### src/hdl/bias_pkg.sv
// constants for the display bias control block
// assumes a 125 MHz system clock
package bias_pkg;
	localparam int CLK_MHZ        = 125;
	localparam int OFF_DELAY_US   = 375;
	localparam int OFF_DELAY_CYC  = OFF_DELAY_US * CLK_MHZ;
	localparam int DISCH_MS       = 20;
	localparam int DISCH_CYC      = DISCH_MS * 1000 * CLK_MHZ;
	localparam int SHORT_MS       = 1;
	localparam int SHORT_CYC      = SHORT_MS * 1000 * CLK_MHZ;
	localparam int SS_TIME_US     = 1000;
	localparam int SS_STEP_CYC    = (SS_TIME_US * CLK_MHZ) / 256;
	localparam int CNT_W          = 22;
	typedef logic [CNT_W-1:0] cnt_t;
	localparam logic [6:0] DEV_ADDR     = 7'h73;
	localparam logic [7:0] POS_LVL_OFS  = 8'h00;
	localparam logic [7:0] NEG_LVL_OFS  = 8'h01;
	localparam logic [7:0] CTRL_OFS     = 8'h03;
	localparam logic [4:0] LVL_RESET    = 5'h0A;
	localparam logic [4:0] LVL_MAX      = 5'h14;
	localparam logic [7:0] CTRL_RESET   = 8'h43;
	localparam int         APP_BIT      = 6;
	localparam int         POS_DIS_BIT  = 1;
	localparam int         NEG_DIS_BIT  = 0;
endpackage

### src/hdl/reg_access_if.sv
// register access between the serial front end and the register bank
// assumes one clock; wrStb is a single-cycle pulse
interface reg_access_if;
	logic       wrStb;
	logic [7:0] addr;
	logic [7:0] wdata;
	logic [7:0] rdata;
	modport front (output wrStb, output addr, output wdata, input rdata);
	modport bank  (input wrStb, input addr, input wdata, output rdata);
endinterface

### src/hdl/lcd_bias_control.sv
// register bank and sequencing for a dual-rail display bias supply
// assumes pins and analogue indications are asynchronous to mclk
// What this block does
// - The negative rail level is a 5-bit code from -4 V in 0.1 V steps, code 0x14 being -6 V.
// - Control bit 1 at offset 0x03 enables timed discharge of the positive rail.
// - Control bit 0 at offset 0x03 enables timed discharge of the negative rail.
// - Reserved bits ignore writes and read back as zero here.
// - Reset values are 0x0A for both levels and 0x43 for control, bit 6 picking smartphone use.
// - A rail turns off only after its enable has been low for more than 375 us.
// - With discharge enabled, a rail that turns off is pulled to ground for 20 ms, then floats.
// - A positive rail held in short for 1 ms latches shutdown until an enable rises again.
// - A negative rail short only holds current limit and recovers by itself.
// - Over-temperature stops both rails until the indication drops.
// - The switch is forced off for the rest of an on-period once over-current is seen.
// - Undervoltage lockout holds both rails in shutdown.
// - The regulation clamp ramps from zero to full scale after start-up.
// - The positive rail level is a 5-bit code at offset 0x00 from 4 V, code 0x14 being 6 V.
// - Registers are reached over the two-wire bus: address, register pointer, data, or read.
module lcd_bias_control #(
	parameter int OFF_CYC   = bias_pkg::OFF_DELAY_CYC,
	parameter int DISCH_CYC = bias_pkg::DISCH_CYC,
	parameter int SHORT_CYC = bias_pkg::SHORT_CYC,
	parameter int SS_STEP   = bias_pkg::SS_STEP_CYC
) (
	// clock and reset
	input  wire logic       mclk,
	input  wire logic       rst,
	// serial bus pins
	input  wire logic       sclPin,
	input  wire logic       sdaIn,
	output logic            sdaOut,
	output logic            sdaOe,
	// enable pins
	input  wire logic       posRailEnable,
	input  wire logic       negRailEnable,
	// analogue indications
	input  wire logic       posShortDet,
	input  wire logic       negShortDet,
	input  wire logic       overTemp,
	input  wire logic       overCurrent,
	input  wire logic       uvloDet,
	input  wire logic       pwmOn,
	// analogue controls
	output logic [4:0]      posLevel,
	output logic [4:0]      negLevel,
	output logic            applicationSelect,
	output logic            posRailOn,
	output logic            negRailOn,
	output logic            posDischargeOn,
	output logic            negDischargeOn,
	output logic            negCurrentLimit,
	output logic            switchGate,
	output logic [7:0]      softClamp
);
	reg_access_if bus ();
	logic [6:0]     meta_reg, sync_reg;
	logic [1:0]     enS, enPrev_reg, enOn_reg, railOn_reg, disch_reg, active, dBit;
	logic           posShortS, negShortS, overTempS, ocS, uvloS, run;
	bias_pkg::cnt_t offCnt_reg [2];
	bias_pkg::cnt_t dischCnt_reg [2];
	bias_pkg::cnt_t shortCnt_reg, ssCnt_reg;
	logic [4:0]     posCode_reg, negCode_reg;
	logic           app_reg, dP_reg, dN_reg, latch_reg, ocHold_reg;
	logic [7:0]     rdata_reg;

	function automatic logic [4:0] clampCode(input logic [4:0] c);
		clampCode = (c > bias_pkg::LVL_MAX) ? bias_pkg::LVL_MAX : c;
	endfunction

	serial_reg_slave u_slave (
		.mclk   (mclk),
		.rst    (rst),
		.sclPin (sclPin),
		.sdaIn  (sdaIn),
		.sdaOe  (sdaOe),
		.bus    (bus.front)
	);
	// open drain: only ever pulls low
	assign sdaOut = 1'b0;

	// two-stage synchronisers
	always_ff @(posedge mclk) begin
		meta_reg <= {posRailEnable, negRailEnable, posShortDet, negShortDet,
			overTemp, overCurrent, uvloDet};
		sync_reg <= meta_reg;
	end
	assign enS       = {sync_reg[5], sync_reg[6]};
	assign posShortS = sync_reg[4];
	assign negShortS = sync_reg[3];
	assign overTempS = sync_reg[2];
	assign ocS       = sync_reg[1];
	assign uvloS     = sync_reg[0];

	// register writes; reserved bits dropped
	always_ff @(posedge mclk) begin
		if (rst) begin
			posCode_reg <= bias_pkg::LVL_RESET;
			negCode_reg <= bias_pkg::LVL_RESET;
			app_reg     <= bias_pkg::CTRL_RESET[bias_pkg::APP_BIT];
			dP_reg      <= bias_pkg::CTRL_RESET[bias_pkg::POS_DIS_BIT];
			dN_reg      <= bias_pkg::CTRL_RESET[bias_pkg::NEG_DIS_BIT];
		end else if (bus.wrStb) begin
			if (bus.addr == bias_pkg::POS_LVL_OFS)
				posCode_reg <= bus.wdata[4:0];
			else if (bus.addr == bias_pkg::NEG_LVL_OFS)
				negCode_reg <= bus.wdata[4:0];
			else if (bus.addr == bias_pkg::CTRL_OFS) begin
				app_reg <= bus.wdata[bias_pkg::APP_BIT];
				dP_reg  <= bus.wdata[bias_pkg::POS_DIS_BIT];
				dN_reg  <= bus.wdata[bias_pkg::NEG_DIS_BIT];
			end
		end
	end

	// read data; unmapped and reserved read as zero
	always_ff @(posedge mclk) begin
		if (rst)
			rdata_reg <= 8'h00;
		else if (bus.addr == bias_pkg::POS_LVL_OFS)
			rdata_reg <= {3'h0, posCode_reg};
		else if (bus.addr == bias_pkg::NEG_LVL_OFS)
			rdata_reg <= {3'h0, negCode_reg};
		else if (bus.addr == bias_pkg::CTRL_OFS)
			rdata_reg <= {1'b0, app_reg, 4'h0, dP_reg, dN_reg};
		else
			rdata_reg <= 8'h00;
	end
	assign bus.rdata = rdata_reg;

	always_ff @(posedge mclk) begin
		if (rst) begin
			posLevel          <= bias_pkg::LVL_RESET;
			negLevel          <= bias_pkg::LVL_RESET;
			applicationSelect <= bias_pkg::CTRL_RESET[bias_pkg::APP_BIT];
		end else begin
			posLevel          <= clampCode(posCode_reg);
			negLevel          <= clampCode(negCode_reg);
			applicationSelect <= app_reg;
		end
	end

	// enable filter and discharge timing, index 0 positive, 1 negative
	assign run    = !latch_reg && !overTempS && !uvloS;
	assign active = enOn_reg & {run, run};
	assign dBit   = {dN_reg, dP_reg};

	always_ff @(posedge mclk) begin
		for (int i = 0; i < 2; i++) begin
			if (rst) begin
				enOn_reg[i]     <= 1'b0;
				offCnt_reg[i]   <= '0;
				railOn_reg[i]   <= 1'b0;
				disch_reg[i]    <= 1'b0;
				dischCnt_reg[i] <= '0;
			end else begin
				if (enS[i]) begin
					enOn_reg[i]   <= 1'b1;
					offCnt_reg[i] <= '0;
				end else if (offCnt_reg[i] == bias_pkg::cnt_t'(OFF_CYC))
					enOn_reg[i] <= 1'b0;
				else
					offCnt_reg[i] <= offCnt_reg[i] + 1'b1;
				railOn_reg[i] <= active[i];
				if (active[i])
					disch_reg[i] <= 1'b0;
				else if (railOn_reg[i]) begin
					disch_reg[i]    <= dBit[i];
					dischCnt_reg[i] <= '0;
				end else if (disch_reg[i]) begin
					if (dischCnt_reg[i] == bias_pkg::cnt_t'(DISCH_CYC - 1))
						disch_reg[i] <= 1'b0;
					else
						dischCnt_reg[i] <= dischCnt_reg[i] + 1'b1;
				end
			end
		end
	end
	assign posRailOn      = railOn_reg[0];
	assign negRailOn      = railOn_reg[1];
	assign posDischargeOn = disch_reg[0];
	assign negDischargeOn = disch_reg[1];

	// positive short latch; a new enable rise clears, a new set wins
	always_ff @(posedge mclk) begin
		if (rst) begin
			enPrev_reg   <= 2'h0;
			shortCnt_reg <= '0;
			latch_reg    <= 1'b0;
		end else begin
			enPrev_reg <= enS;
			if (!(posShortS && railOn_reg[0]))
				shortCnt_reg <= '0;
			else if (shortCnt_reg != bias_pkg::cnt_t'(SHORT_CYC - 1))
				shortCnt_reg <= shortCnt_reg + 1'b1;
			if (posShortS && railOn_reg[0] &&
				shortCnt_reg == bias_pkg::cnt_t'(SHORT_CYC - 1))
				latch_reg <= 1'b1;
			else if (|(enS & ~enPrev_reg))
				latch_reg <= 1'b0;
		end
	end

	// negative short: current limit only
	always_ff @(posedge mclk) begin
		if (rst)
			negCurrentLimit <= 1'b0;
		else
			negCurrentLimit <= negShortS && railOn_reg[1];
	end

	// cycle-by-cycle switch cut-off
	always_ff @(posedge mclk) begin
		if (rst) begin
			ocHold_reg <= 1'b0;
			switchGate <= 1'b0;
		end else begin
			if (!pwmOn)
				ocHold_reg <= 1'b0;
			else if (ocS)
				ocHold_reg <= 1'b1;
			switchGate <= pwmOn && !ocS && !ocHold_reg && |railOn_reg;
		end
	end

	// soft-start ramp of the regulation clamp
	always_ff @(posedge mclk) begin
		if (rst || !(|railOn_reg)) begin
			softClamp <= 8'h00;
			ssCnt_reg <= '0;
		end else if (softClamp != 8'hFF) begin
			if (ssCnt_reg == bias_pkg::cnt_t'(SS_STEP - 1)) begin
				ssCnt_reg <= '0;
				softClamp <= softClamp + 8'h01;
			end else
				ssCnt_reg <= ssCnt_reg + 1'b1;
		end
	end

	AST_NEG_CODE_MAX: assert property (@(posedge mclk) disable iff (rst)
		negLevel <= bias_pkg::LVL_MAX && (negLevel == clampCode($past(negCode_reg))))
		else $error("negative level code out of range or stale");
	AST_POS_DIS_WRITE: assert property (@(posedge mclk) disable iff (rst)
		bus.wrStb && bus.addr == bias_pkg::CTRL_OFS |=> dP_reg == $past(bus.wdata[1]))
		else $error("positive discharge bit not written");
	AST_NEG_DIS_WRITE: assert property (@(posedge mclk) disable iff (rst)
		bus.wrStb && bus.addr == bias_pkg::CTRL_OFS |=> dN_reg == $past(bus.wdata[0]))
		else $error("negative discharge bit not written");
	AST_RSVD_WRITE: assert property (@(posedge mclk) disable iff (rst)
		bus.wrStb && bus.addr != bias_pkg::POS_LVL_OFS && bus.addr != bias_pkg::NEG_LVL_OFS &&
		bus.addr != bias_pkg::CTRL_OFS |=>
		$stable({posCode_reg, negCode_reg, app_reg, dP_reg, dN_reg}))
		else $error("write to unmapped register changed state");
	AST_RESET_VAL: assert property (@(posedge mclk) disable iff (rst)
		$past(rst) |-> posCode_reg == 5'h0A && negCode_reg == 5'h0A && app_reg && dP_reg && dN_reg)
		else $error("register reset value wrong");
	AST_OFF_DELAY: assert property (@(posedge mclk) disable iff (rst)
		$fell(enOn_reg[0]) |-> !enS[0] && $past(offCnt_reg[0]) == bias_pkg::cnt_t'(OFF_CYC))
		else $error("positive enable filtered off too early");
	AST_DISCH_LEN: assert property (@(posedge mclk) disable iff (rst)
		$fell(posDischargeOn) && !posRailOn |->
		$past(dischCnt_reg[0]) == bias_pkg::cnt_t'(DISCH_CYC - 1))
		else $error("discharge pulse length wrong");
	AST_SHORT_LATCH: assert property (@(posedge mclk) disable iff (rst)
		$rose(latch_reg) |-> $past(shortCnt_reg) == bias_pkg::cnt_t'(SHORT_CYC - 1) ##1 !posRailOn)
		else $error("short latch timing wrong");
	AST_NEG_LIMIT: assert property (@(posedge mclk) disable iff (rst)
		negShortS && negRailOn |=> negCurrentLimit && !latch_reg)
		else $error("negative short handling wrong");
	AST_OTP_OFF: assert property (@(posedge mclk) disable iff (rst)
		overTempS || uvloS |=> !posRailOn && !negRailOn)
		else $error("rail stayed on under fault");
	AST_OC_CUT: assert property (@(posedge mclk) disable iff (rst)
		ocS && pwmOn |=> !switchGate ##1 (!switchGate || !$past(pwmOn)))
		else $error("switch not forced off on over-current");
	AST_SS_RAMP: assert property (@(posedge mclk) disable iff (rst)
		|railOn_reg && $past(|railOn_reg) |->
		softClamp == $past(softClamp) || softClamp == $past(softClamp) + 8'h01)
		else $error("soft-start clamp jumped");
	AST_NO_DISCH: assert property (@(posedge mclk) disable iff (rst)
		$fell(posRailOn) && !dP_reg |-> !posDischargeOn)
		else $error("discharge while disabled");
endmodule

### src/hdl/serial_reg_slave.sv
// two-wire serial register slave, open-drain data line
// assumes scl and sda arrive asynchronously; sampled on mclk
module serial_reg_slave (
	// clock and reset
	input  wire logic mclk,
	input  wire logic rst,
	// pins
	input  wire logic sclPin,
	input  wire logic sdaIn,
	output logic      sdaOe,
	// register side
	reg_access_if.front bus
);
	typedef enum {IDLE, DEVADDR, REGADDR, WRDATA, ACKOUT, RDDATA, ACKIN} sstate_t;
	sstate_t    state_reg, after_reg;
	logic [1:0] sclMeta_reg, sdaMeta_reg;
	logic       sclS_reg, sdaS_reg, sclPrev_reg, sdaPrev_reg;
	logic [7:0] shift_reg, ptr_reg, wdata_reg;
	logic [3:0] bitCnt_reg;
	logic       wrStb_reg, nack_reg;
	logic       sclRise, sclFall, startCond, stopCond;

	always_ff @(posedge mclk) begin
		sclMeta_reg <= {sclMeta_reg[0], sclPin};
		sdaMeta_reg <= {sdaMeta_reg[0], sdaIn};
		sclS_reg    <= sclMeta_reg[1];
		sdaS_reg    <= sdaMeta_reg[1];
		sclPrev_reg <= sclS_reg;
		sdaPrev_reg <= sdaS_reg;
	end

	assign sclRise   = sclS_reg & ~sclPrev_reg;
	assign sclFall   = ~sclS_reg & sclPrev_reg;
	assign startCond = sclS_reg & sclPrev_reg & sdaPrev_reg & ~sdaS_reg;
	assign stopCond  = sclS_reg & sclPrev_reg & ~sdaPrev_reg & sdaS_reg;

	// device address, register address, data; reads after repeated start
	always_ff @(posedge mclk) begin
		wrStb_reg <= 1'b0;
		if (rst) begin
			state_reg  <= IDLE;
			after_reg  <= IDLE;
			sdaOe      <= 1'b0;
			bitCnt_reg <= 4'h0;
			shift_reg  <= 8'h00;
			wdata_reg  <= 8'h00;
			ptr_reg    <= 8'h00;
			nack_reg   <= 1'b0;
		end else if (startCond) begin
			state_reg  <= DEVADDR;
			bitCnt_reg <= 4'h0;
			sdaOe      <= 1'b0;
		end else if (stopCond) begin
			state_reg <= IDLE;
			sdaOe     <= 1'b0;
		end else begin
			if (wrStb_reg)
				ptr_reg <= ptr_reg + 8'h01;
			case (state_reg)
				DEVADDR, REGADDR, WRDATA: begin
					if (sclRise) begin
						shift_reg  <= {shift_reg[6:0], sdaS_reg};
						bitCnt_reg <= bitCnt_reg + 4'h1;
					end else if (sclFall && bitCnt_reg == 4'h8) begin
						bitCnt_reg <= 4'h0;
						state_reg  <= ACKOUT;
						sdaOe      <= 1'b1;
						if (state_reg == DEVADDR) begin
							if (shift_reg[7:1] != bias_pkg::DEV_ADDR) begin
								state_reg <= IDLE;
								sdaOe     <= 1'b0;
							end
							after_reg <= shift_reg[0] ? RDDATA : REGADDR;
						end else if (state_reg == REGADDR) begin
							ptr_reg   <= shift_reg;
							after_reg <= WRDATA;
						end else begin
							wrStb_reg <= 1'b1;
							wdata_reg <= shift_reg;
							after_reg <= WRDATA;
						end
					end
				end
				ACKOUT: begin
					if (sclFall) begin
						state_reg <= after_reg;
						sdaOe     <= 1'b0;
						if (after_reg == RDDATA) begin
							shift_reg <= bus.rdata;
							sdaOe     <= ~bus.rdata[7];
							ptr_reg   <= ptr_reg + 8'h01;
						end
					end
				end
				RDDATA: begin
					if (sclFall) begin
						bitCnt_reg <= bitCnt_reg + 4'h1;
						shift_reg  <= {shift_reg[6:0], 1'b0};
						sdaOe      <= ~shift_reg[6];
						if (bitCnt_reg == 4'h7) begin
							state_reg  <= ACKIN;
							sdaOe      <= 1'b0;
							bitCnt_reg <= 4'h0;
						end
					end
				end
				ACKIN: begin
					if (sclRise)
						nack_reg <= sdaS_reg;
					else if (sclFall) begin
						if (nack_reg)
							state_reg <= IDLE;
						else begin
							state_reg <= RDDATA;
							shift_reg <= bus.rdata;
							sdaOe     <= ~bus.rdata[7];
							ptr_reg   <= ptr_reg + 8'h01;
						end
					end
				end
				default: state_reg <= IDLE;
			endcase
		end
	end

	assign bus.wrStb = wrStb_reg;
	assign bus.addr  = ptr_reg;
	assign bus.wdata = wdata_reg;

	AST_WR_ONE_PULSE: assert property (@(posedge mclk) disable iff (rst)
		bus.wrStb |=> !bus.wrStb && bus.addr == $past(bus.addr) + 8'h01)
		else $error("write strobe not single or pointer not advanced");
endmodule
### config.mk
export PLATFORM = sky130hd
export DESIGN_NAME = lcd_bias_control
export DESIGN_NICKNAME = d
export VERILOG_FILES = /design/src/hdl/bias_pkg.sv /design/src/hdl/reg_access_if.sv /design/src/hdl/lcd_bias_control.sv /design/src/hdl/serial_reg_slave.sv
export SDC_FILE = /design/constraint.sdc
export NUM_CORES = 1
export LEC_CHECK = 0
export BUFFER_PORTS_ARGS = -buffer_cell sky130_fd_sc_hd__buf_2
export CORE_ASPECT_RATIO = 0.6
export CORE_MARGIN = 8
export CORE_UTILIZATION = 56
export CTS_CLUSTER_DIAMETER = 120
export CTS_CLUSTER_SIZE = 12
export DETAILED_ROUTE_END_ITERATION = 8
export GPL_ROUTABILITY_DRIVEN = 0
export PLACE_DENSITY_LB_ADDON = 0.3
export SKIP_CTS_REPAIR_TIMING = 1
export SYNTH_ARGS = -nofsm -noshare
export SYNTH_HDL_FRONTEND = slang
export SYNTH_SLANG_ARGS = --single-unit
### constraint.sdc
create_clock -name mclk -period 2.5 [get_ports mclk]
set_input_delay 0.125 -clock mclk [delete_from_list [all_inputs] [get_ports mclk]]
set_output_delay 0.125 -clock mclk [all_outputs]
set_load 0.005 [all_outputs]
# Word-level counts from Yosys, hierarchy flattened
# Memories as Yosys holds them, arrays and structs flattened.
# Index checks and enable logic that the tools add are counted.
[totals]
in_bits = 12
ram_bits = 88
word_cells = 290
output_inout_bits = 27
reg_bits = 210
memories = 2
[op_classes]
order_cmp = 2
bitwise_logic = 36
reduce_logical = 48
n_mux = 110
eq_ne = 40
n_addsub = 9
[mem_list]
columns = ["memory", "words", "word_bits", "rd", "rd_ports_with_merged_regs", "wr", "line", "source"]
rows = [
  ["dischCnt_reg", 2, 22, 2, 0, 2, "lcd_bias_control.sv:60", "bias_pkg::cnt_t dischCnt_reg [2];"],
  ["offCnt_reg", 2, 22, 2, 0, 2, "lcd_bias_control.sv:59", "bias_pkg::cnt_t offCnt_reg [2];"],
]
[op_table]
columns = ["op", "count"]
rows = [
  ["32-bit 2-to-1 mux", 9],
  ["22-bit 2-to-1 mux", 9],
  ["8-bit 2-to-1 mux", 17],
  ["22-bit by 1-bit adder with 22-bit output, second input constant", 6],
  ["32-bit by 3-bit equality test with 1-bit output, second input constant", 4],
  ["32-bit one-hot mux with 4 select lines", 1],
  ["32-bit by 2-bit equality test with 1-bit output, second input constant", 3],
  ["1-bit 2-to-1 mux", 58],
  ["22-bit by 16-bit equality test with 1-bit output, second input constant", 2],
  ["22-bit equality test, second input constant", 2],
  ["32-bit by 1-bit equality test with 1-bit output, second input constant", 1],
  ["32-bit by 4-bit equality test with 1-bit output, second input constant", 1],
  ["8-bit one-hot mux with 4 select lines", 1],
  ["8-bit one-hot mux with 3 select lines", 1],
  ["22-bit by 17-bit equality test with 1-bit output, second input constant", 1],
  ["22-bit by 9-bit equality test with 1-bit output, second input constant", 1],
  ["22-bit by 17-bit != test with 1-bit output, second input constant", 1],
  ["7-bit AND reduction", 3],
  ["5-bit 2-to-1 mux", 4],
  ["4-bit by 1-bit != test with 1-bit output, second input constant", 5],
  ["2-bit OR reduction", 9],
  ["1-bit inverter", 17],
  ["8-bit by 1-bit adder with 8-bit output, second input constant", 2],
  ["4-bit 2-to-1 mux", 4],
  ["36 further kinds", 83],
]

# Depth between registers and ports, before layout
# Gate-level depths: netlist of run 1.
[logic_depth]
word_depth = 9
depth_mapped = 8

# Cells and area by module
# A second synthesis of run 1 with hierarchy kept.
[unflattened]
cells_unflattened = 1161
area_unflattened_um2 = 11359.6
[modules_own_cells]
columns = ["module", "area_per_inst_um2", "cells_each", "seq_area_each_um2", "n_inst"]
rows = [
  ["lcd_bias_control", 8962.3, 900, 4804.6, 1],
  ["serial_reg_slave", 2397.3, 261, 900.9, 1],
]

# Worst setup path after synthesis of run 1
# Ideal clock, no wire load.
[synth_timing]
path_kind = "input -> register"
start = "in rst"
end = "mem dischCnt_reg[1][0] in the netlist's numbering, enable pin"
setup_ns = 0.432
t_arrival_ns = 2.307
n_path_buf = 2
required_ns = 2.068
path_stages = 4
path_slack_ns = -0.239
path_cell_list = "clkbuf_1 > clkbuf_1 > nor2_1 > o21ai_0"
[synth_lines]
columns = ["item", "line", "source"]
rows = [
  ["from (decl)", "lcd_bias_control.sv:27", "input wire logic rst,"],
  ["to (decl)", "lcd_bias_control.sv:60", ""],
]

==> out/results.tsv, run 1 <==
stage	metric	value	unit
synth	Post-synth EDFFs	88	
cts	clk_lat worst skew	520	ps
die	Die Area	24300	um2
die	Initial Util	57.1	%
job	Max Cap Viol	0	
cts	clock buffer depth	3	
detailed_routing	drt drc	0	
timing	final setup margin	93.1	ps
pwr	Logic pwr share	3.7	%
pwr	clock network power share	41.6	%
timing	Final setup viols	0	
timing	Clock Skews	15.4	ps
pwr	Pwr Density	624	nW/um2
timing	fmax	415	MHz
cells_and_area	fraction of layout cells with a size suffix above 1	10.1	%
timing	Sum Neg Setup Slack	0	ps
die	Cell Rows	39	
cells_and_area	Antenna diodes	0	
run_status	outcome	complete, no violations	
placed_design	Placed Cells incl. Taps	1424	
cts	Reg clk slew, reported paths	60	ps
cts	Clock Sinks	239	
detailed_routing	Vias	8485	
cts	H-Tree Depth	1	
synth	Yosys Warn Count	0	
timing	fin crit period	2410	ps
detailed_routing	DRT Pass-1 Iters	6	
synth	synthesized flop and latch total	239	
setup_path	Data required, critical path	2780	ps
detailed_routing	Routed WL per cell	15.7	um
placed_design	Port-buffer cells	37	
timing	fin. max-slew vios	0	
synth	Main synth FF type	dfxtp_1	
detailed_routing	drt via density	5.75	
synth	async set or reset register ratio after synthesis	0	%
die	DIE HEIGHT	124	um
synth	Post-Syn Area per Cell	9.48	um2
min_path	Worst Hold Class	in -> reg	
cells_and_area	final cell count without fillers	1475	
pwr	maximum VDD drop	0.000430	V
cells_and_area	Area Growth Syn to Fin	13.1	%
timing	Final Hold Viols	0	
grt	GRT Residual Overflow	0	
grt	pin count of the biggest net entering global routing	32	
detailed_routing	final wirelength	23100	um
pwr	Psw	1.71	mW
synth	Synthesized Nets	1170	
grt	gr usage total	18.8	%
timing	share of the clock period used by the worst path	96.3	%
setup_path	CP Launch Type	flip-flop	
cts	TritonCTS Buffers	23	
synth	synth unique cells	74	
setup_path	worst-path fanout max	16	
synth	Synth Cell Area	10900	um2
setup_path	Worst setup EP type	flip-flop	
grt	first-pass GRT wire length	38200	um
timing	Worst Tran Pin Value	1120	ps
cts	CTS tree	yes	
detailed_routing	Detail Route Antenna Nets	0	
setup_path	Arr. time, crit path	2680	ps
cts	clk root buf	clkbuf_16	
timing	Rel. slew slack	25.2	%
die	core area	19000	um2
cells_and_area	Nets	1238	
grt	initial antenna violation count	0	
pwr	Leak	4.37	nW
pwr	Seq pwr share	54.7	%
placed_design	pre-CTS setup slack	12.7	ps
synth	Seq/Total Area, Yosys	52.1	%
pwr	Sw Share	22.2	%
synth	Syn Inst Count	1146	
pwr	Internal	5.96	mW
grt	vias in the first global route	7726	
placed_design	hpwl dp	15800	um
die	Die Wd	196	um
setup_path	Setup Crit Path Kind	reg -> reg	
pwr	total power	7.67	mW
cells_and_area	Filler cells	1521	
detailed_routing	First DRT Iteration DRCs	789	
die	Top Ports	39	
==> power groups by stage <==
stage | sequential, mW | combinational (mW) | clock (mW)
3_3_place_gp | 4.27 | 0.261 | 0
5_1_grt | 4.20 | 0.314 | 3.39
2_1_floorplan | 4.25 | 0.194 | 0
6_report | 4.19 | 0.282 | 3.19
3_5_place_dp | 4.28 | 0.263 | 0
4_1_cts | 4.19 | 0.265 | 3.25
==> synth_stat cells, drive strengths merged, types with 3 or more instances <==
cell | number | area, um2
nand2 | 109 | 409
xnor2 | 43 | 377
nor2 | 192 | 723
or3 | 19 | 119
and4 | 10 | 87.6
a211oi | 4 | 35.0
nor2b | 8 | 50.1
nor4 | 13 | 81.3
edfxtp | 88 | 2640
o221ai | 3 | 26.3
clkbuf | 31 | 116
mux2i | 10 | 100
nand3 | 80 | 400
nand4bb | 3 | 33.8
ha | 12 | 150
nand3b | 5 | 37.5
nor3 | 22 | 115
or4 | 3 | 22.5
a311oi | 6 | 58.8
o22ai | 5 | 31.3
and2 | 3 | 18.8
o21ai | 39 | 195
buf | 11 | 71.3
inv | 31 | 116
or2 | 4 | 25.0
a21oi | 38 | 190
a22oi | 6 | 45.0
dfxtp | 151 | 3020
nor4b | 9 | 78.8
a31oi | 3 | 18.8
xor2 | 74 | 648
nand2b | 9 | 63.8
nand4 | 34 | 213
and3 | 35 | 219
==> path summary, 6_finish.rpt <==
path | start | endpoint | slack, ps | depth (start not counted)
setup / recovery | dischCnt_reg[0][9] | dischCnt_reg[0][4] | 90 | 6
hold reg to reg | meta_reg[4] | sync_reg[4] | 330 | 0
setup reg to reg | dischCnt_reg[0][9] | dischCnt_reg[0][4] | 90 | 6
hold / removal | posShortDet | meta_reg[4] | 240 | 2
==> layer usage <==
metal | wire length (um) | GRT usage [%] | up-vias
li1 | - | - | 4184
met1 | 11700 | 28.9 | 3955
met2 | 9200 | 26.3 | 300
met3 | 1740 | 4.10 | 46
met4 | 431 | 4.43 | 0
met5 | 0 | 0 | -
==> stage by stage <==
stage | instance area (um2) | utilization (%) | hold WS, ps
after floorplan | 10900 | - | 153
after global placement | 11500 | 60.4 | 229
after detailed placement | 11500 | 60.4 | 229
after CTS | 12200 | 63.9 | -313
after global routing | 12300 | 64.6 | 230
final | 12300 | 64.6 | 240
==> worst max-delay path, stage by stage (launching register included) <==
cell	delay (ps)
edfxtp_1	380
or4b_2	690
o31ai_2	370
buf_4	180
nand3b_1	290
buf_12	190
nor2_1	60
==> layout by cell type (no fill, tap or decap), drive strengths merged, types with 3 or more instances in the layout <==
cell type    count
nor2           192
dfxtp          151
nand2          109
edfxtp          88
nand3           80
xor2            74
buf             74
xnor2           43
o21ai           39
clkbuf          39
a21oi           38
and3            35
nand4           34
inv             32
nor3            22
or3             19
nor4            13
ha              12
dlygate4sd3     11
and4            10
mux2i           10
nor4b            9
nand2b           9
nor2b            8
a22oi            6
a311oi           6
nand3b           5
o22ai            5
or2              4
a211oi           4
nand4bb          3
or4              3
o221ai           3
a31oi            3
and2             3
==> cell type report <==
class / count / area [um2] / share of cell area [%]
repair buffers: 85 / 611 / 4.97
clock inverters: 1 / 20.0 / 0.163
well taps: 246 / 308 / 2.50
clock buffers: 39 / 637 / 5.18
flip-flops and latches: 239 / 5670 / 46.1
multi-input cells: 834 / 4930 / 40.1
inverters: 31 / 116 / 0.947
==> cell families after synthesis <==
kind of cell	share of synthesized area (%)
fa+ha+maj	1.38
simple gates	25.4
buf+inv	2.80
flops	52.1
other cells	0.0345
mux	1.02
compound gates	7.78
xor+xnor	9.43
No activity file was read; power rests on OpenSTA's default activity.
==> run 2, diff against run 1 <==
- SYNTH_HIERARCHICAL: default -> 1
==> out/results.tsv, run 2 <==
stage	metric	value	unit	change
run_status	outcome	complete, no violations		unchanged
setup_path	Worst setup EP type	flip-flop		unchanged
pwr	Pwr Density	598	nW/um2	was 624 nW/um2
placed_design	Placed Cells incl. Taps	1459		was 1,424
timing	share of the clock period used by the worst path	94.7	%	was 96.3%
synth	Syn Inst Count	1155		was 1,146
die	DIE HEIGHT	126	um	was 124 um
cells_and_area	area of the multi-input gates	5340	um2	was 4930 um2
setup_path	Arr. time, crit path	2610	ps	was 2680 ps
cells_and_area	Nets	1244		was 1,238
die	Die Wd	199	um	was 196 um
pwr	Psw	1.62	mW	was 1.71 mW
timing	fmax	422	MHz	was 415 MHz
setup_path	r2r setup slk	130	ps	was 90 ps
cts	H-Tree Depth	1		unchanged
cts	clock buffer depth	3		unchanged
pwr	total power	7.55	mW	was 7.67 mW
setup_path	CP Launch Type	flip-flop		unchanged
cells_and_area	fraction of layout cells with a size suffix above 1	10.7	%	was 10.1%
cells_and_area	Area Growth Syn to Fin	11.8	%	was 13.1%
cells_and_area	final cell count without fillers	1507		was 1,475
timing	fin. max-slew vios	0		unchanged
synth	Yosys Warn Count	6		was 0
die	core area	19900	um2	was 19,000 um2
setup_path	Critical Path Slowest Stage Cell	o31ai_1		was or4b_2
grt	GRT Residual Overflow	0		unchanged
cts	clk root buf	clkbuf_16		unchanged
cells_and_area	most frequent cells in the layout	nor2_1 (204), dfxtp_1 (151), edfxtp_1 (88), nand2_1 (69), nand3_1 (67)		was nor2_1 (191), dfxtp_1 (150), nand2_1 (109), edfxtp_1 (88), nand3_1 (80)
min_path	Hold Crit Start	sdaIn		was posShortDet
pwr	maximum VDD drop	0.000551	V	was 0.000430 V
min_path	WHS Endpoint	u_slave/sdaMeta_reg[0]		was meta_reg[4]
timing	Clock Skews	9.87	ps	was 15.4 ps
setup_path	delay-heaviest family, CP	simple AND/OR/NAND/NOR gates		unchanged
die	Initial Util	56.8	%	was 57.1%
detailed_routing	First DRT Iteration DRCs	823		was 789
die	Top Ports	39		unchanged
setup_path	worst reg2reg endpoint	dischCnt_reg[0][16]		was dischCnt_reg[0][4]
timing	Final Hold Viols	0		unchanged
pwr	Seq pwr share	55.3	%	was 54.7%
setup_path	delay of the slowest cell on the worst path	620	ps	was 690 ps
detailed_routing	Detail Route Antenna Nets	0		unchanged
cells_and_area	commonest non-fill, non-tap cell in the layout	nor2_1		unchanged
detailed_routing	final wirelength	24300	um	was 23,100 um
die	Die Area	25100	um2	was 24,300 um2
cells_and_area	Reg area	5670	um2	about the same
synth	Synth Cell Area	11300	um2	was 10,900 um2
pwr	Sw Share	21.5	%	was 22.2%
setup_path	Buf/Inv on CP	1		was 2
timing	Worst Tran Pin Value	730	ps	was 1120 ps
cts	CTS tree	yes		unchanged
detailed_routing	DRT Pass-1 Iters	5		was 6
grt	first-pass GRT wire length	40400	um	was 38,200 um
setup_path	Worst Reg-to-Reg Cells	7		was 6
min_path	hold depth	2		unchanged
placed_design	Port-buffer cells	37		unchanged
grt	pin count of the biggest net entering global routing	75		was 32
grt	vias in the first global route	7786		was 7,726
min_path	Worst Hold Class	in -> reg		unchanged
timing	fin crit period	2370	ps	was 2410 ps
job	Max Cap Viol	0		unchanged
cts	Reg clk slew, reported paths	60	ps	about the same
timing	Final setup viols	0		unchanged
setup_path	Setup Crit Path Kind	reg -> reg		unchanged
detailed_routing	drt drc	0		unchanged
detailed_routing	drt via density	5.72		was 5.75
synth	Post-Syn Area per Cell	9.78	um2	was 9.48 um2
grt	initial antenna violation count	0		unchanged
die	Cell Rows	40		was 39
cts	Clock Sinks	239		unchanged
cells_and_area	Antenna diodes	0		unchanged
cts	clk_lat worst skew	500	ps	was 520 ps
pwr	Logic pwr share	3.9	%	was 3.7%
placed_design	hpwl dp	17000	um	was 15,800 um
cts	TritonCTS Buffers	23		unchanged
pwr	Leak	4.57	nW	was 4.37 nW
grt	gr usage total	19.0	%	was 18.8%
detailed_routing	Vias	8623		was 8,485
setup_path	Reg-to-Reg Start	dischCnt_reg[0][1]		was dischCnt_reg[0][9]
setup_path	Data required, critical path	2740	ps	was 2780 ps
cells_and_area	Filler cells	1632		was 1,521
setup_path	crit path cell chain	ha_1 > and4_1 > nand4_1 > o31ai_1 > nand3b_1 > buf_4 > nor2_1		was or4b_2 > o31ai_2 > buf_4 > nand3b_1 > buf_12 > nor2_1
pwr	clock network power share	40.9	%	was 41.6%
detailed_routing	Routed WL per cell	16.1	um	was 15.7 um
timing	Rel. slew slack	51.2	%	was 25.2%
setup_path	worst-path fanout max	22		was 16
pwr	Internal	5.93	mW	was 5.96 mW
[run 2: stage by stage]
step                area [um2]  TNS [ps]  utilization (%)  setup WS (ps)  hold slack [ps]
finish                   12600         0             63.5            133              259
CTS                      12500      -600             62.9          -29.0             -289
global route             12600     -44.2             63.5          -17.8              255
detailed placement       11900      -527             59.8          -25.1              229
floorplan                11300         0                -            217              153
global placement         11900         0             59.8           45.9              228
[run 2: cell type report]
type | instances | area share (%)
Sequential cell | 239 | 44.9
Multi-Input combinational cell | 852 | 42.3
Clock buffer | 37 | 5.00
Timing Repair Buffer | 79 | 4.28
Tap cell | 273 | 2.71
Inverter | 27 | 0.803
[run 2: power groups by stage]
stage	clock network, mW	registers, mW	logic, mW
after floorplan	0	4.23	0.203
after global placement	0	4.25	0.271
after detailed placement	0	4.26	0.273
after CTS	3.13	4.17	0.276
after global routing	3.30	4.18	0.323
final	3.08	4.17	0.293
[run 2: layer usage]
layer / vias up / GRT usage, % / part of all wire [%]
met3: 34 / 3.35 / 6.0
li1: 4301 / - / -
met1: 4053 / 30.6 / 52
met4: 0 / 4.30 / 1.9
met2: 235 / 25.5 / 40
met5: - / 0 / 0
[run 2: worst max-delay path by stage]
stage / start / endpoint / slack [ps] / cells after the start
floorplan: offCnt_reg[1][0] / offCnt_reg[1][0] / 220 / 4
global placement: dischCnt_reg[0][1] / dischCnt_reg[0][7] / 50 / 5
detailed placement: dischCnt_reg[0][1] / dischCnt_reg[0][10] / -30 / 5
CTS: dischCnt_reg[0][1] / dischCnt_reg[0][16] / -30 / 5
global route: dischCnt_reg[0][1] / dischCnt_reg[0][13] / -20 / 7
finish: dischCnt_reg[0][1] / dischCnt_reg[0][16] / 130 / 7
==> run 3, diff against run 2 <==
- clock period: 2.5 -> 2 ns (I/O delays scaled with it)
==> out/results.tsv, run 3 (synthesis gave the netlist of run 2 again) <==
stage	metric	value	unit	change
run_status	outcome	finished with violations		was complete, no violations
run_status	failing checks	negative setup slack		
placed_design	Port-buffer cells	37		unchanged
grt	vias in the first global route	8397		was 7,786
setup_path	Arr. time, crit path	2350	ps	was 2610 ps
timing	fmax	479	MHz	was 422 MHz
detailed_routing	drt drc	0		unchanged
pwr	Pwr Density	706	nW/um2	was 598 nW/um2
die	DIE HEIGHT	126	um	unchanged
cts	Reg clk slew, reported paths	60	ps	about the same
cells_and_area	Area Growth Syn to Fin	19.1	%	was 11.8%
timing	Worst Tran Pin Value	696	ps	was 730 ps
cells_and_area	most frequent cells in the layout	nor2_1 (200), dfxtp_1 (148), buf_4 (96), edfxtp_1 (88)		was nor2_1 (204), dfxtp_1 (151), edfxtp_1 (88), nand2_1 (69), nand3_1 (67)
grt	initial antenna violation count	0		unchanged
cts	H-Tree Depth	1		unchanged
detailed_routing	drt via density	5.75		was 5.72
grt	gr usage total	19.7	%	was 19.0%
cells_and_area	fraction of layout cells with a size suffix above 1	18.1	%	was 10.7%
setup_path	Reg-to-Reg Start	offCnt_reg[1][0]		was dischCnt_reg[0][1]
min_path	WHS Endpoint	enPrev_reg[1]		was u_slave/sdaMeta_reg[0]
min_path	hold depth	2		unchanged
detailed_routing	First DRT Iteration DRCs	759		was 823
cells_and_area	fin area	13400	um2	was 12,600 um2
setup_path	Data required, critical path	2260	ps	was 2740 ps
timing	unrepaired setup endpoints after global routing	yes		
min_path	Hold Crit Start	rst		was sdaIn
cells_and_area	fin util	67.7	%	was 63.5%
setup_path	Setup Crit Path Kind	reg -> reg		unchanged
grt	first-pass GRT wire length	41900	um	was 40,400 um
die	Cell Rows	40		unchanged
grt	met3 Resource Use GR	3.56	%	was 3.35%
timing	Final Hold Viols	0		unchanged
cells_and_area	Nets	1319		was 1,244
timing	fin crit period	2090	ps	was 2370 ps
cts	Clock Sinks	239		unchanged
timing	fin. max-slew vios	0		unchanged
timing	Clock Skews	15.3	ps	was 9.87 ps
timing	share of the clock period used by the worst path	104	%	was 94.7%
cts	CTS tree	yes		unchanged
grt	GR Util met1	29.4	%	was 30.6%
setup_path	worst reg2reg endpoint	offCnt_reg[1][16]		was dischCnt_reg[0][16]
setup_path	worst-path fanout max	6		was 22
job	Max Cap Viol	0		unchanged
die	Die Wd	199	um	unchanged
placed_design	pre-CTS setup slack	-82.8	ps	was -25.1 ps
placed_design	Post-DP Area	12500	um2	was 11,900 um2
min_path	Worst Hold Class	in -> reg		unchanged
grt	GR met2 Demand/Resource	29.1	%	was 25.5%
timing	final setup margin	-89.7	ps	was 133 ps
timing	Rel. slew slack	53.5	%	was 51.2%
cells_and_area	commonest non-fill, non-tap cell in the layout	nor2_1		unchanged
detailed_routing	Vias	9090		was 8,623
cts	clk_lat worst skew	510	ps	was 500 ps
cts	TritonCTS Buffers	23		unchanged
cts	clock buffer depth	3		unchanged
grt	pin count of the biggest net entering global routing	24		was 75
setup_path	CP Launch Type	flip-flop		unchanged
die	core area	19900	um2	unchanged
setup_path	Worst setup EP type	flip-flop		unchanged
die	Top Ports	39		unchanged
detailed_routing	Detail Route Antenna Nets	0		unchanged
die	Initial Util	56.8	%	unchanged
grt	Most Used Layer, Global Route	met1		unchanged
detailed_routing	Routed WL per cell	16.3	um	was 16.1 um
placed_design	hpwl dp	17500	um	was 17,000 um
detailed_routing	final wirelength	25700	um	was 24,300 um
setup_path	r2r setup slk	-90	ps	was 130 ps
timing	Final setup viols	45		was 0
die	Die Area	25100	um2	unchanged
setup_path	Worst Reg-to-Reg Cells	6		was 7
pwr	total power	9.49	mW	was 7.55 mW
grt	GRT Residual Overflow	0		unchanged
cells_and_area	Antenna diodes	0		unchanged
pwr	maximum VDD drop	0.000643	V	was 0.000551 V
detailed_routing	DRT Pass-1 Iters	5		unchanged
pwr	Leak	5.03	nW	was 4.57 nW
cts	clk root buf	clkbuf_16		unchanged
-- run 3: worst max-delay path: stages, from the launching register on --
cell and delay (ps):
edfxtp_1 400, ha_4 170, or4b_4 480, nor4_4 320
buf_4 160, nand2_2 100, clkbuf_16 230
-- run 3: worst max-delay path by stage --
| stage | from | endpoint | depth (start not counted) |
|---|---|---|---|
| 6_report | offCnt_reg[1][0] | offCnt_reg[1][16] | 6 |
| 5_1_grt | offCnt_reg[1][0] | offCnt_reg[1][19] | 6 |
| 4_1_cts | offCnt_reg[1][0] | offCnt_reg[1][13] | 5 |
| 3_5_place_dp | offCnt_reg[1][0] | offCnt_reg[1][13] | 5 |
| 3_3_place_gp | offCnt_reg[0][7] | offCnt_reg[0][16] | 6 |
| 2_1_floorplan | dischCnt_reg[0][0] | dischCnt_reg[0][14] | 7 |
-- run 3: power breakdown --
group	internal (mW)	switching, mW
clock	2.12	1.73
combinational	0.186	0.242
sequential	5.12	0.0862
total	7.43	2.06
-- run 3: area by class of cell --
cell class | instances | area, um2
clock buffer | 36 | 624
fill | 1578 | 6420
inverter | 27 | 101
multi-input combinational | 854 | 5530
sequential | 239 | 5670
tap | 273 | 342
timing repair buffer | 152 | 1180
-- run 3: through the flow --
stage	hold slack (ps)	std cells	setup TNS, ps
after floorplan	128	1158	-1770
after global placement	203	1527	0
after detailed placement	204	1527	-1960
after CTS	-323	1563	-2180
after global routing	77.6	1581	-5320
final	61.8	1581	-2730
-- run 3: routing by layer --
layer | wire length, um | up-vias | share of wire, %
li1 | - | 4440 | -
met1 | 12600 | 4321 | 49
met2 | 11100 | 301 | 43
met4 | 451 | 0 | 1.8
met3 | 1590 | 28 | 6.2
met5 | 0 | - | 0
